[src/include/trig_pkg.sv]
package trig_pkg;
	// ==========================================================
	// Register map (word offsets as byte addresses)
	localparam logic [7:0] sync_param_addr = 8'h00;	// Sync-parameter word
	localparam logic [7:0] filter_ctrl_addr = 8'h04;	// Filter enable and characteristic
	localparam logic [7:0] mode_status_addr = 8'h08;	// Active mode, read only
	localparam logic [7:0] irq_status_addr = 8'h0C;	// Sticky events, read only
	localparam logic [7:0] irq_clear_addr = 8'h10;	// Write one to clear
	localparam logic [7:0] irq_enable_addr = 8'h14;	// Interrupt enables
	localparam logic [7:0] cycle_time_addr = 8'h18;	// Fieldbus cycle time in us
	localparam logic [7:0] shift_addr = 8'h1C;	// Sync shift in clocks, read only
	// ==========================================================
	// Field layout and reset values
	localparam int sync_mode_lsb = 0;
	localparam int fast_bit = 15;
	localparam logic [15:0] sync_param_reset = 16'h0000;
	localparam logic [1:0] sync_free = 2'h0;
	localparam logic [1:0] sync_frame = 2'h1;
	localparam logic [1:0] sync_dc = 2'h3;
	localparam int filter_en_bit = 0;
	localparam int filter_char_lsb = 4;	// 0: FIR 50 Hz, 1: FIR 60 Hz, 2: IIR
	localparam logic [1:0] char_fir50 = 2'h0;
	localparam logic [1:0] char_fir60 = 2'h1;
	localparam logic [1:0] char_iir = 2'h2;
	// Event bits
	localparam int ev_sample = 0;
	localparam int ev_reject = 1;
	localparam int ev_short_cycle = 2;
	localparam int ev_settling = 3;
	localparam int ev_duplicate = 4;
	localparam int ev_width = 5;
	// ==========================================================
	// Timing
	localparam int clk_mhz = 100;
	localparam int fir50_us = 625;
	localparam int fir60_us = 520;
	localparam int iir_us = 1000;
	localparam int fir50_cycles = fir50_us * clk_mhz;
	localparam int fir60_cycles = fir60_us * clk_mhz;
	localparam int iir_cycles = iir_us * clk_mhz;
	localparam int frame_min_12_us = 80;
	localparam int frame_min_4_us = 120;
	localparam int dc_min_1_us = 100;
	localparam int dc_min_2_us = 125;
	localparam int dc_min_4_us = 150;
	localparam int settle_samples = 4;	// Samples flagged unsettled after changeover
	localparam int conv_lead_us = 20;	// Conversion lead before the frame
	localparam int conv_lead_cycles = conv_lead_us * clk_mhz;
	// ==========================================================
	// Modes
	typedef enum logic [1:0] {
		mode_free = 2'b00,
		mode_frame = 2'b01,
		mode_dc = 2'b11
	} mode_type;
endpackage : trig_pkg

[src/hdl/pulse_timer.sv]
`timescale 1ns/1ps
// Programmable period tick: one pulse every period clocks, restarted on demand
module pulse_timer
	import trig_pkg::*;
#(
	parameter int width = 24
) (
	input  wire logic             clk,
	input  wire logic             sys_rst,
	input  wire logic             run,
	input  wire logic [width-1:0] period,
	output logic                  tick
);
	logic [width-1:0] count;	// Down counter

	// ==========================================================
	// Counter: reloads on expiry, cleared to zero while idle
	always_ff @(posedge clk) begin
		if (sys_rst || !run) begin
			count <= '0;
			tick  <= 1'b0;
		end else if (count == '0) begin
			count <= period - width'(1);
			tick  <= 1'b1;
		end else begin
			count <= count - width'(1);
			tick  <= 1'b0;
		end
	end
endmodule : pulse_timer

[src/hdl/edge_sync.sv]
`timescale 1ns/1ps
// Two-stage synchroniser followed by a rising-edge pulse
module edge_sync (
	input  wire logic clk,
	input  wire logic sys_rst,
	input  wire logic pin,
	output logic      rise
);
	logic meta;	// First stage, read only by stage two
	logic stable;	// Second stage
	logic last;	// Previous stable level

	// ==========================================================
	// Synchroniser and edge detect
	always_ff @(posedge clk) begin
		if (sys_rst) begin
			meta   <= 1'b0;
			stable <= 1'b0;
			last   <= 1'b0;
			rise   <= 1'b0;
		end else begin
			meta   <= pin;
			stable <= meta;
			last   <= stable;
			rise   <= stable & ~last;
		end
	end
endmodule : edge_sync

[src/hdl/sample_trigger_mode_control.sv]
`timescale 1ns/1ps
// Summary of operation
// - Three triggers: timer, frame, distributed-clock sync
// - Filter toggle switches modes, stays operational
// - Changeover flags unsettled samples until steady
// - Distributed clock only with filter off
// - Bit 15 fast option, not in sync mode
// - Free-run period 625us, 520us or 1ms
// - Frame mode samples every process-data frame
// - Sync mode samples on sync interrupt
// - Input-based sync shifted before the frame
// - Filter off by default, channel one setting
module sample_trigger_mode_control
	import trig_pkg::*;
#(
	parameter int channels = 2,	// 1, 2 or 4 channels
	parameter int fir50_count = fir50_cycles,	// Free-run period, FIR 50 Hz
	parameter int fir60_count = fir60_cycles,	// Free-run period, FIR 60 Hz
	parameter int iir_count = iir_cycles,	// Free-run period, IIR
	parameter int lead_count = conv_lead_cycles	// Conversion lead for shifting
) (
	input  wire logic        clk,
	input  wire logic        sys_rst,
	input  wire logic        wb_cyc_i,
	input  wire logic        wb_stb_i,
	input  wire logic        wb_we_i,
	input  wire logic [7:0]  wb_adr_i,
	input  wire logic [3:0]  wb_sel_i,
	input  wire logic [31:0] wb_dat_i,
	output logic [31:0]      wb_dat_o,
	output logic             wb_ack_o,
	input  wire logic        frame_pin,
	input  wire logic        sync_pin,
	output logic             sample_strobe,
	output logic             settling,
	output logic [1:0]       active_mode,
	output logic             irq
);
	// ==========================================================
	// Declarations
	logic [15:0]          sync_param;	// Sync-parameter word
	logic                 filter_en;	// Filter enable
	logic [1:0]           filter_char;	// Shared characteristic
	logic [15:0]          cycle_us;	// Configured fieldbus cycle
	logic [ev_width-1:0]  ev_status;	// Sticky events
	logic [ev_width-1:0]  ev_enable;	// Interrupt enables
	logic [ev_width-1:0]  ev_set;	// Events this cycle
	logic [ev_width-1:0]  ev_clr;	// Clear strobe from bus
	logic                 frame_rise;	// Synchronised frame event
	logic                 sync_rise;	// Synchronised sync interrupt
	logic                 timer_tick;	// Free-run tick
	logic [23:0]          free_period;	// Selected free-run period
	logic                 wr;	// Bus write this cycle
	logic                 rd_ack;	// Access accepted
	logic                 reject;	// Illegal write refused
	logic [2:0]           settle_cnt;	// Samples still unsettled
	logic [1:0]           prev_mode;	// Mode last cycle
	logic                 prev_filter;	// Filter last cycle
	logic [31:0]          frame_gap;	// Clocks since last frame
	logic [31:0]          frame_period;	// Measured frame period
	logic [31:0]          shift_cycles;	// Sync-to-ready shift
	logic [31:0]          shift_cnt;	// Counts shifted sync delay
	logic                 shift_run;	// Shift delay in progress
	logic                 sampled_frame;	// Sample taken in current frame
	logic                 next_sample;	// Trigger selection

	// ==========================================================
	// Functions
	// Minimum cycle in us for the given mode and channel count
	function automatic logic [15:0] min_cycle(input logic [1:0] m);
		logic [15:0] v;
		v = 16'h0000;
		if (m == sync_frame) begin
			v = (channels >= 4) ? 16'(frame_min_4_us) : 16'(frame_min_12_us);
		end else if (m == sync_dc) begin
			v = (channels >= 4) ? 16'(dc_min_4_us) :
			    (channels == 2) ? 16'(dc_min_2_us) : 16'(dc_min_1_us);
		end
		return v;
	endfunction : min_cycle

	// Mode derived from the mode field, with the filter forcing free run
	function automatic logic [1:0] decode_mode(input logic [15:0] p, input logic f);
		logic [1:0] m;
		m = p[sync_mode_lsb +: 2];
		if (f) begin
			m = sync_free;
		end else if (m == sync_free) begin
			m = sync_frame;	// Filter off without sync selects frame mode
		end
		return m;
	endfunction : decode_mode

	// ==========================================================
	// Edge inputs, synchronised before use
	edge_sync frame_sync (
		.clk     (clk),
		.sys_rst (sys_rst),
		.pin     (frame_pin),
		.rise    (frame_rise)
	);
	edge_sync dc_sync (
		.clk     (clk),
		.sys_rst (sys_rst),
		.pin     (sync_pin),
		.rise    (sync_rise)
	);

	// ==========================================================
	// Free-run timer, period set by filter characteristic
	always_comb begin
		unique case (filter_char)
			char_fir60: free_period = 24'(fir60_count);
			char_iir:   free_period = 24'(iir_count);
			default:    free_period = 24'(fir50_count);
		endcase
	end

	pulse_timer #(.width(24)) free_timer (
		.clk     (clk),
		.sys_rst (sys_rst),
		.run     (active_mode == sync_free),
		.period  (free_period),
		.tick    (timer_tick)
	);

	// ==========================================================
	// Wishbone slave: single-cycle ack, one wait state before it
	assign wr     = wb_cyc_i && wb_stb_i && wb_we_i && !wb_ack_o;
	assign rd_ack = wb_cyc_i && wb_stb_i && !wb_ack_o;

	// Write refused when it would combine filter and sync mode
	always_comb begin
		reject = 1'b0;
		if (wr && wb_adr_i == filter_ctrl_addr && wb_sel_i[0]) begin
			reject = wb_dat_i[filter_en_bit] && sync_param[1:0] == sync_dc;
		end else if (wr && wb_adr_i == sync_param_addr && wb_sel_i[0]) begin
			reject = wb_dat_i[1:0] == sync_dc && filter_en;
		end
	end

	// Acknowledge
	always_ff @(posedge clk) begin
		if (sys_rst) begin
			wb_ack_o <= 1'b0;
		end else begin
			wb_ack_o <= rd_ack;
		end
	end

	// Read data, unmapped addresses return zero
	always_ff @(posedge clk) begin
		if (sys_rst) begin
			wb_dat_o <= 32'h0000_0000;
		end else if (rd_ack && !wb_we_i) begin
			unique case (wb_adr_i)
				sync_param_addr:  wb_dat_o <= {16'h0000, sync_param};
				filter_ctrl_addr: wb_dat_o <= {26'h0, filter_char, 3'h0, filter_en};
				mode_status_addr: wb_dat_o <= {27'h0, settling, 2'h0, active_mode};
				irq_status_addr:  wb_dat_o <= {27'h0, ev_status};
				irq_enable_addr:  wb_dat_o <= {27'h0, ev_enable};
				cycle_time_addr:  wb_dat_o <= {16'h0000, cycle_us};
				shift_addr:       wb_dat_o <= shift_cycles;
				default:          wb_dat_o <= 32'h0000_0000;
			endcase
		end
	end

	// Sync-parameter word; the fast option is cleared in sync mode
	always_ff @(posedge clk) begin
		if (sys_rst) begin
			sync_param <= sync_param_reset;
		end else if (wr && wb_adr_i == sync_param_addr && !reject) begin
			if (wb_sel_i[0]) begin
				sync_param[7:0] <= wb_dat_i[7:0];
			end
			if (wb_sel_i[1]) begin
				sync_param[15:8] <= wb_dat_i[15:8];
			end
			if ((wb_sel_i[0] ? wb_dat_i[1:0] : sync_param[1:0]) == sync_dc) begin
				sync_param[fast_bit] <= 1'b0;
			end
		end
	end

	// Filter control; only this block's copy is held for all channels
	always_ff @(posedge clk) begin
		if (sys_rst) begin
			filter_en   <= 1'b0;
			filter_char <= char_fir50;
		end else if (wr && wb_adr_i == filter_ctrl_addr && wb_sel_i[0] && !reject) begin
			filter_en   <= wb_dat_i[filter_en_bit];
			filter_char <= wb_dat_i[filter_char_lsb +: 2];
		end
	end

	// Cycle time and interrupt enables
	always_ff @(posedge clk) begin
		if (sys_rst) begin
			cycle_us  <= 16'h0000;
			ev_enable <= '0;
		end else if (wr) begin
			if (wb_adr_i == cycle_time_addr && wb_sel_i[0]) begin
				cycle_us[7:0] <= wb_dat_i[7:0];
			end
			if (wb_adr_i == cycle_time_addr && wb_sel_i[1]) begin
				cycle_us[15:8] <= wb_dat_i[15:8];
			end
			if (wb_adr_i == irq_enable_addr && wb_sel_i[0]) begin
				ev_enable <= wb_dat_i[ev_width-1:0];
			end
		end
	end

	// ==========================================================
	// Active mode
	always_ff @(posedge clk) begin
		if (sys_rst) begin
			active_mode <= sync_free;
			prev_mode   <= sync_free;
			prev_filter <= 1'b0;
		end else begin
			active_mode <= decode_mode(sync_param, filter_en);
			prev_mode   <= active_mode;
			prev_filter <= filter_en;
		end
	end

	// ==========================================================
	// Frame period measurement and input-based shift
	always_ff @(posedge clk) begin
		if (sys_rst) begin
			frame_gap    <= 32'h0000_0000;
			frame_period <= 32'h0000_0000;
		end else if (frame_rise) begin
			frame_gap    <= 32'h0000_0001;
			frame_period <= frame_gap;
		end else if (frame_gap != 32'hFFFF_FFFF) begin
			frame_gap <= frame_gap + 32'h0000_0001;
		end
	end

	// Sync delayed so conversion ends a lead time before the next frame
	// A frame period no longer than the lead gives no shift: the sample then follows the interrupt at once
	assign shift_cycles = (frame_period > 32'(lead_count)) ?
	                      frame_period - 32'(lead_count) : 32'h0000_0000;

	always_ff @(posedge clk) begin
		if (sys_rst || active_mode != sync_dc) begin
			shift_run <= 1'b0;
			shift_cnt <= 32'h0000_0000;
		end else if (sync_rise) begin
			shift_run <= 1'b1;
			shift_cnt <= shift_cycles;
		end else if (shift_run && shift_cnt != 32'h0000_0000) begin
			shift_cnt <= shift_cnt - 32'h0000_0001;
		end else begin
			shift_run <= 1'b0;
		end
	end

	// ==========================================================
	// Trigger selection
	always_comb begin
		unique case (active_mode)
			sync_frame: next_sample = frame_rise;
			sync_dc:    next_sample = shift_run && shift_cnt == 32'h0000_0000;
			default:    next_sample = timer_tick;
		endcase
	end

	// Sample strobe
	always_ff @(posedge clk) begin
		if (sys_rst) begin
			sample_strobe <= 1'b0;
		end else begin
			sample_strobe <= next_sample;
		end
	end

	// One sample per frame; a second one in the same frame is flagged a duplicate in sync mode only
	always_ff @(posedge clk) begin
		if (sys_rst || frame_rise) begin
			sampled_frame <= 1'b0;
		end else if (next_sample) begin
			sampled_frame <= 1'b1;
		end
	end

	// ==========================================================
	// Settling after changeover: output may step until filter is steady
	always_ff @(posedge clk) begin
		if (sys_rst) begin
			settle_cnt <= 3'h0;
		end else if (active_mode != prev_mode || filter_en != prev_filter) begin
			settle_cnt <= 3'(settle_samples);
		end else if (next_sample && settle_cnt != 3'h0) begin
			settle_cnt <= settle_cnt - 3'h1;
		end
	end
	assign settling = settle_cnt != 3'h0;

	// ==========================================================
	// Interrupts: set wins over clear
	always_comb begin
		ev_set = '0;
		ev_set[ev_sample]      = next_sample;
		ev_set[ev_reject]      = reject;
		ev_set[ev_short_cycle] = wr && wb_adr_i == cycle_time_addr && active_mode != sync_free &&
		                         wb_dat_i[15:0] < min_cycle(active_mode);
		ev_set[ev_settling]    = active_mode != prev_mode;
		ev_set[ev_duplicate]   = next_sample && sampled_frame && active_mode == sync_dc;
		ev_clr = (wr && wb_adr_i == irq_clear_addr && wb_sel_i[0]) ? wb_dat_i[ev_width-1:0] : '0;
	end

	always_ff @(posedge clk) begin
		if (sys_rst) begin
			ev_status <= '0;
		end else begin
			ev_status <= (ev_status & ~ev_clr) | ev_set;
		end
	end

	assign irq = |(ev_status & ev_enable);

	// ==========================================================
	// Checks
	chk_dc_no_filter: assert property (@(posedge clk) disable iff (sys_rst)
		active_mode == sync_dc |-> !filter_en && !$past(filter_en))
		else $error("sync mode active with filter on");
	chk_filter_free: assert property (@(posedge clk) disable iff (sys_rst)
		filter_en |=> active_mode == sync_free)
		else $error("filter on without free run");
	chk_frame_sample: assert property (@(posedge clk) disable iff (sys_rst)
		active_mode == sync_frame && frame_rise && $past(active_mode) == sync_frame |=> sample_strobe)
		else $error("frame without sample");
	chk_fast_off_dc: assert property (@(posedge clk) disable iff (sys_rst)
		sync_param[1:0] == sync_dc |-> !sync_param[fast_bit])
		else $error("fast option in sync mode");
	chk_settle_start: assert property (@(posedge clk) disable iff (sys_rst)
		active_mode != prev_mode |=> settling)
		else $error("changeover not flagged");
	chk_reject_keep: assert property (@(posedge clk) disable iff (sys_rst)
		reject && wb_adr_i == filter_ctrl_addr |=> !filter_en)
		else $error("filter enabled in sync mode");
	chk_dc_sample: assert property (@(posedge clk) disable iff (sys_rst)
		sample_strobe && active_mode == sync_dc && $past(active_mode) == sync_dc |-> $past(shift_run))
		else $error("sync sample without interrupt");
	chk_free_only_timer: assert property (@(posedge clk) disable iff (sys_rst)
		active_mode == sync_free && $past(active_mode) == sync_free && !$past(timer_tick) |-> !sample_strobe)
		else $error("free-run sample off timer");
endmodule : sample_trigger_mode_control

[config.mk]
export PLATFORM = sky130hd
export DESIGN_NAME = sample_trigger_mode_control
export DESIGN_NICKNAME = d
export VERILOG_FILES = /design/src/include/trig_pkg.sv /design/src/hdl/pulse_timer.sv /design/src/hdl/edge_sync.sv /design/src/hdl/sample_trigger_mode_control.sv
export SDC_FILE = /design/constraint.sdc
export NUM_CORES = 1
export LEC_CHECK = 0
export ABC_AREA = 1
export BUFFER_PORTS_ARGS = -buffer_cell sky130_fd_sc_hd__buf_4
export CAP_MARGIN = 20
export CORE_MARGIN = 3
export CORE_UTILIZATION = 65
export DETAILED_ROUTE_END_ITERATION = 6
export PLACE_DENSITY_LB_ADDON = 0.25
export SLEW_MARGIN = 20
export SYNTH_ARGS = -nofsm -noshare
export SYNTH_HDL_FRONTEND = slang
export SYNTH_SLANG_ARGS = --single-unit
[constraint.sdc]
create_clock -name clk -period 4.32 [get_ports clk]
set_clock_uncertainty 0.2 [all_clocks]
set_input_delay 0.864 -clock clk [delete_from_list [all_inputs] [get_ports clk]]
set_output_delay 0.864 -clock clk [all_outputs]
set_load 0.01 [all_outputs]
==> impl_metrics.csv, run 1 <==
group,metric,value,unit
setup_path,arrival,3.27,ns
floorplanning,die-area,19500,um2
timing,slew_viol_final,0,
global_route,grt_pass1_wl,52.0,mm
yosys,yosysTopAreaCell,"dfxtp_1",
setup_path,path_max_fanout,25,
floorplanning,start_util,66.8,%
setup_path,endpoint,"shift_cnt[21]",
flow_run,cap_violations,0,
place,gp_congestion,0.964,
floorplanning,io_pins,89,
power,clockPowerShare,37.3,%
floorplanning,coreArea,17400,um2
timing,tightest_slew,0.990,ns
yosys,synth_area_leaders,"dfxtp_1 38%, nand2_1 14%, nor2_1 7.2%, inv_1 6.8%, nand3_1 5.7%",
clock_tree,cts_tree,"done",
finish,nFillCells,1431,
clock_tree,cts_sinks,218,
power,internal-power,3.67,mW
route,drt_iter0_markers,925,
power,power_density,410,nW/um2
finish,synthToLayoutAreaGrowth,11.8,%
timing,finalSetupTns,0,ns
yosys,yosys_warnings,0,
setup_path,start_kind,"register",
route,drc_errors,0,
yosys,seq_area_frac_synth,37.6,%
yosys,synth_nets,1819,
clock_tree,cts_resized,0,
global_route,grt_max_degree,57,
route,vias_per_cell,5.64,
finish,regArea,4360,um2
clock_tree,clock-root-buffer,"clkbuf_16",
yosys,synth-seq-cells,218,
route,drtAntennaViolNets,0,
yosys,synth_ff_type,"dfxtp_1",
setup_path,critPathKind,"reg -> reg",
place,io_buffers,70,
route,first_pass_iters,5,
floorplanning,die_y,140,um
yosys,synthCells,1751,
finish,drive_above_1_share,9.35,%
finish,instances_no_fill,2044,
route,vias,11500,
route,drt_wl_total,31.6,mm
place,place_inst,2002,
setup_path,rrSetupSlack,1.31,ns
timing,finalCritPeriodShare,69.7,%
clock_tree,htreeDepth,1,
clock_tree,post_cts_buffers,0,
finish,nets,1870,
timing,setup_viol,0,
yosys,yosysMostFrequentCell,"nand2_1",
power,combinationalPowerShare,21.2,%
finish,antenna_cells,0,
clock_tree,clk_latency,0.51,ns
timing,final.min_clock_period,3.01,ns
global_route,track_usage,31.8,%
power,leakagePower,6.04,nW
power,power_switching,1.64,mW
timing,slew_headroom,33.6,%
clock_tree,clk_pin_slew,0.06,ns
timing,rsz0062_at_grt,"no",
power,p_sw_share,30.8,%
global_route,grt_pass1_vias,10600,
yosys,syn_area,11600,um2
power,vdd_ir_drop_max,0.000462,V
timing,max_freq,332,MHz
timing,hold_viol_final,0,
setup_path,cp.required,4.57,ns
yosys,ys_top_cells_by_count,"425 x nand2_1, 222 x nor2_1, 218 x dfxtp_1",
yosys,synth_top_area_share,37.6,%
timing,setup_ws,1.31,ns
finish,fin_util,74.7,%
global_route,overflow,0,
yosys,async_flop_share,0,%
floorplanning,rows,48,
run_status,run_status,"finished clean",
setup_path,reg2regPathDepth,14,
yosys,synth.distinct_cells,46,
clock_tree,numCtsBuffers,23,
clock_tree,holdBufCountCts,0,
setup_path,rr_endpoint,"shift_cnt[21]",
place,hpwl,23.1,mm
place,place_ws,1.36,ns
route,post_drt_wl_per_cell,15.5,um
global_route,antenna_found_initial,0,
floorplanning,die_x,140,um
worst_hold_path,min_path_type,"reg -> reg",
yosys,synth_edf_count,0,
setup_path,reg2reg_from,"frame_period[4]",
setup_path,worst_setup_path_end_kind,"register",
yosys,syn_area_per_cell,6.62,um2
clock_tree,clockBufferDepth,3,
finish,multi_input_area,6120,um2
setup_path,crit_start,"frame_period[4]",
power,power.share.sequential,41.5,%
-- registers in the layout (all words and copies together) (netlist names), 2 cells and up --
| signal | count |
|---|---|
| active_mode | 2 |
| cycle_us | 16 |
| ev_enable | 5 |
| ev_status | 5 |
| filter_char | 2 |
| frame_gap | 32 |
| frame_period | 32 |
| free_timer.count | 24 |
| prev_mode | 2 |
| settle_cnt | 3 |
| shift_cnt | 32 |
| sync_param | 16 |
| wb_dat_o | 32 |
-- cells in the final DEF, fill, tap and decap left out, types with 6 or more instances in the layout --
cell type | synthesis | layout
clkbuf_1 | 33 | 6
nor2_1 | 222 | 222
nor2_4 | 6 | 6
dfxtp_1 | 218 | 218
o21ai_0 | 101 | 101
nand3_1 | 133 | 133
a31oi_1 | 6 | 6
nand2_2 | 6 | 6
xnor2_1 | 23 | 23
inv_2 | 9 | 9
o21ai_1 | 8 | 8
nand2_1 | 425 | 425
nor4_1 | 9 | 9
inv_1 | 211 | 210
nor2_2 | 15 | 15
buf_4 | 4 | 80
nand4_1 | 55 | 55
a211oi_1 | 6 | 6
a21oi_1 | 121 | 121
xor2_1 | 38 | 38
nor3_1 | 27 | 27
ha_1 | 17 | 17
clkbuf_16 | 0 | 23
-- cell families (layout without fill, tap and decap cells) --
group	count (synthesis)	after routing	share of synthesized area, %
buffers and inverters	279	347	9.62
AOI/OAI and AO/OA	257	257	11.7
xor gates and xnor gates	61	61	4.61
DFF	218	218	37.6
and+or+nand+nor	919	919	34.6
adders and majority gates	17	17	1.83
-- critical path, cell delays in order, from the launching register on --
cell and delay (ns):
dfxtp_1 0.37, inv_1 0.10, ha_1 0.22, nor2_1 0.17, nand3_2 0.17, nand3_2 0.17
nand2_1 0.07, nand2_1 0.51, buf_4 0.38, nand2_1 0.07, nor2_1 0.22, nand2_1 0.09
nand3_1 0.09, nand2_1 0.05, inv_1 0.05
-- area by class of cell --
type                    count  share of cell area, %
clock buffers              33                   5.04
flip-flops and latches    218                   33.7
clock inverters             9                  0.782
well taps                 225                   2.17
inverters                 225                   6.55
repair buffers             80                   4.63
multi-input cells        1254                   47.2
-- metal layers --
layer / GRT usage, % / wire length [um]
met5: 0 / 0
met1: 44.6 / 13900
met3: 5.05 / 2510
met4: 9.69 / 998
met2: 50.7 / 14200
-- metrics by stage --
step	instance area, um2	hold WS [ns]	total power [mW]
6_report	13000	0.193	5.31
4_1_cts	13000	0.199	5.31
3_5_place_dp	12200	0.191	3.33
3_3_place_gp	12200	0.180	3.30
5_1_grt	13000	0.207	5.56
2_1_floorplan	11600	0.173	3.09
-- worst min-delay path by stage --
stage                               start               to  slack (ns)  cells after the start
after floorplan              dc_sync.last     dc_sync.rise        0.17                      1
after global placement    frame_sync.last  frame_sync.rise        0.18                      1
after detailed placement  frame_sync.last  frame_sync.rise        0.19                      1
after CTS                 frame_sync.last  frame_sync.rise        0.20                      1
after global routing      frame_sync.last  frame_sync.rise        0.21                      1
final                     frame_sync.last  frame_sync.rise        0.19                      1
-- power by group through the flow --
stage | clock network (mW) | registers, mW | logic [mW]
2_1_floorplan | 0 | 2.22 | 0.872
3_3_place_gp | 0 | 2.24 | 1.06
3_5_place_dp | 0 | 2.24 | 1.09
4_1_cts | 2.00 | 2.20 | 1.11
5_1_grt | 2.07 | 2.22 | 1.28
6_report | 1.98 | 2.21 | 1.13
(Power assumes the default switching activity.)
==> inputs of run 2 (changes only) <==
CORE_UTILIZATION = 55   (was 65)
clock period = 2.7 ns   (was 4.32 ns; I/O delays follow)
==> run 2 against run 1 <==
Compared with the run above:
- worst hold slack worse by 0.17 ns
- worst setup slack lost 1.1 ns
- maximum frequency grew 22%
- highest routed layer unchanged
- via count decreased by 0.89%
- clock power grew 82%
- global-route usage decreased by 4.1 points
- critical endpoint unchanged
- largest cell class unchanged
- combinational power is 58% higher
- largest power group is now the clock network
- clock-buffer cell count shrank 1
==> impl_metrics.csv, run 2 (same netlist as run 1, synthesis figures left out) <==
group,metric,value,unit
floorplanning,die_x,151,um
route,vias_per_cell,5.44,
worst_hold_path,min_path_type,"in -> reg",
global_route,grt_util_met1,40.5,%
route,drt_wl_total,32.0,mm
clock_tree,htreeDepth,1,
route,first_pass_iters,6,
global_route,grt_max_degree,57,
timing,slew_headroom,57.7,%
finish,nFillCells,1913,
timing,setup_ws,0.241,ns
clock_tree,clockBufferDepth,3,
route,drtAntennaViolNets,0,
floorplanning,io_pins,89,
setup_path,path_max_fanout,20,
place,hpwl,23.8,mm
timing,tightest_slew,0.633,ns
power,vdd_ir_drop_max,0.000403,V
timing,setup_viol,0,
finish,layout_common_cells,"425 x nand2_1, 222 x nor2_1, 218 x dfxtp_1",
timing,finalSetupTns,0,ns
power,power_density,673,nW/um2
finish,fin_util,64.6,%
timing,slew_viol_final,0,
power,leakagePower,6.15,nW
setup_path,start_kind,"register",
floorplanning,coreArea,20500,um2
run_status,run_status,"finished clean",
place,io_buffers,70,
place,place_ws,0.271,ns
place,gp_congestion,0.984,
clock_tree,holdBufCountCts,0,
setup_path,cp.required,2.96,ns
timing,hold_viol_final,0,
floorplanning,die-area,22900,um2
clock_tree,cts_resized,0,
power,clockPowerShare,40.4,%
clock_tree,clk_latency,0.52,ns
global_route,grt.busiest_layer,"met2",
clock_tree,cts_sinks,218,
floorplanning,start_util,56.6,%
power,combinationalPowerShare,20.1,%
clock_tree,post_cts_buffers,0,
global_route,grt_pass1_wl,51.4,mm
timing,max_freq,407,MHz
finish,synthToLayoutAreaGrowth,14.1,%
finish,nets,1882,
finish,regArea,4360,um2
timing,finalCritPeriodShare,91.1,%
global_route,use_met3,3.32,%
finish,antenna_cells,0,
setup_path,critPathKind,"reg -> reg",
power,power.share.sequential,39.5,%
global_route,use_met2,43.2,%
power,finalPower,8.91,mW
global_route,antenna_found_initial,0,
global_route,track_usage,27.7,%
power,power_switching,2.64,mW
global_route,grt_pass1_vias,10200,
finish,drive_above_1_share,10.1,%
route,post_drt_wl_per_cell,15.2,um
route,drc_errors,0,
finish,multi_input_area,6120,um2
clock_tree,clk_pin_slew,0.06,ns
clock_tree,clock-root-buffer,"clkbuf_16",
global_route,overflow,0,
timing,rsz0062_at_grt,"no",
setup_path,worst_setup_path_end_kind,"register",
route,vias,11400,
floorplanning,rows,52,
flow_run,cap_violations,0,
setup_path,arrival,2.72,ns
power,internal-power,6.27,mW
power,p_sw_share,29.6,%
floorplanning,die_y,151,um
timing,final.min_clock_period,2.46,ns
clock_tree,numCtsBuffers,24,
route,drt_iter0_markers,929,
finish,mostFrequentLayoutCell,"nand2_1",
clock_tree,cts_tree,"done",
run 2: changes by cell type in the layout (fill, tap and decap cells not counted), moves of 2 or more:
cell       delta
clkbuf_16     +2
buf_4        +10
bufinv_16     +3
clkbuf_1      -2
run 2: metal layers:
| metal | wire length [um] | share of wire, % |
|---|---|---|
| met1 | 14600 | 46 |
| met4 | 731 | 2.3 |
| met3 | 2450 | 7.7 |
| met2 | 14100 | 44 |
| met5 | 0 | 0 |
run 2: final timing paths:
check / from / endpoint / slack, ns / cells after the start
worst max-delay path: frame_period[4] / shift_cnt[21] / 0.24 / 14
worst min-delay path: frame_pin / frame_sync.meta / 0.02 / 3
worst max register to register: frame_period[4] / shift_cnt[21] / 0.24 / 14
worst min register to register: dc_sync.last / dc_sync.rise / 0.20 / 1
run 2: power by group through the flow:
stage	clock network (mW)	registers [mW]	logic, mW
after floorplan	0	3.55	1.39
after global placement	0	3.58	1.72
after detailed placement	0	3.58	1.76
after CTS	3.63	3.52	1.78
after global routing	3.77	3.54	2.03
final	3.60	3.52	1.79
run 2: stage by stage:
step / hold slack (ns) / cell area, um2 / cells
after floorplan: 0.173 / 11600 / 1751
after global placement: 0.198 / 12400 / 2058
after detailed placement: 0.196 / 12400 / 2058
after CTS: 0.0130 / 13200 / 2102
after global routing: 0.0469 / 13200 / 2102
final: 0.0215 / 13200 / 2102
run 2: area by class of cell:
class | instances | share of cell area (%)
clock inverter | 12 | 1.44
sequential | 218 | 33.0
inverter | 225 | 6.42
tap | 270 | 2.55
timing repair buffer | 91 | 5.26
clock buffer | 32 | 5.15
multi-input combinational | 1254 | 46.2
run 2: worst max-delay path, cell delays in order (launching register included):
cell	delay (ns)
dfxtp_1	0.39
inv_1	0.11
ha_1	0.22
nor2_1	0.17
nand3_2	0.16
nand3_2	0.17
nand2_1	0.07
nand2_1	0.09
buf_4	0.23
nand2_1	0.07
nor2_1	0.20
nand2_1	0.11
nand3_1	0.09
nand2_1	0.05
inv_1	0.05
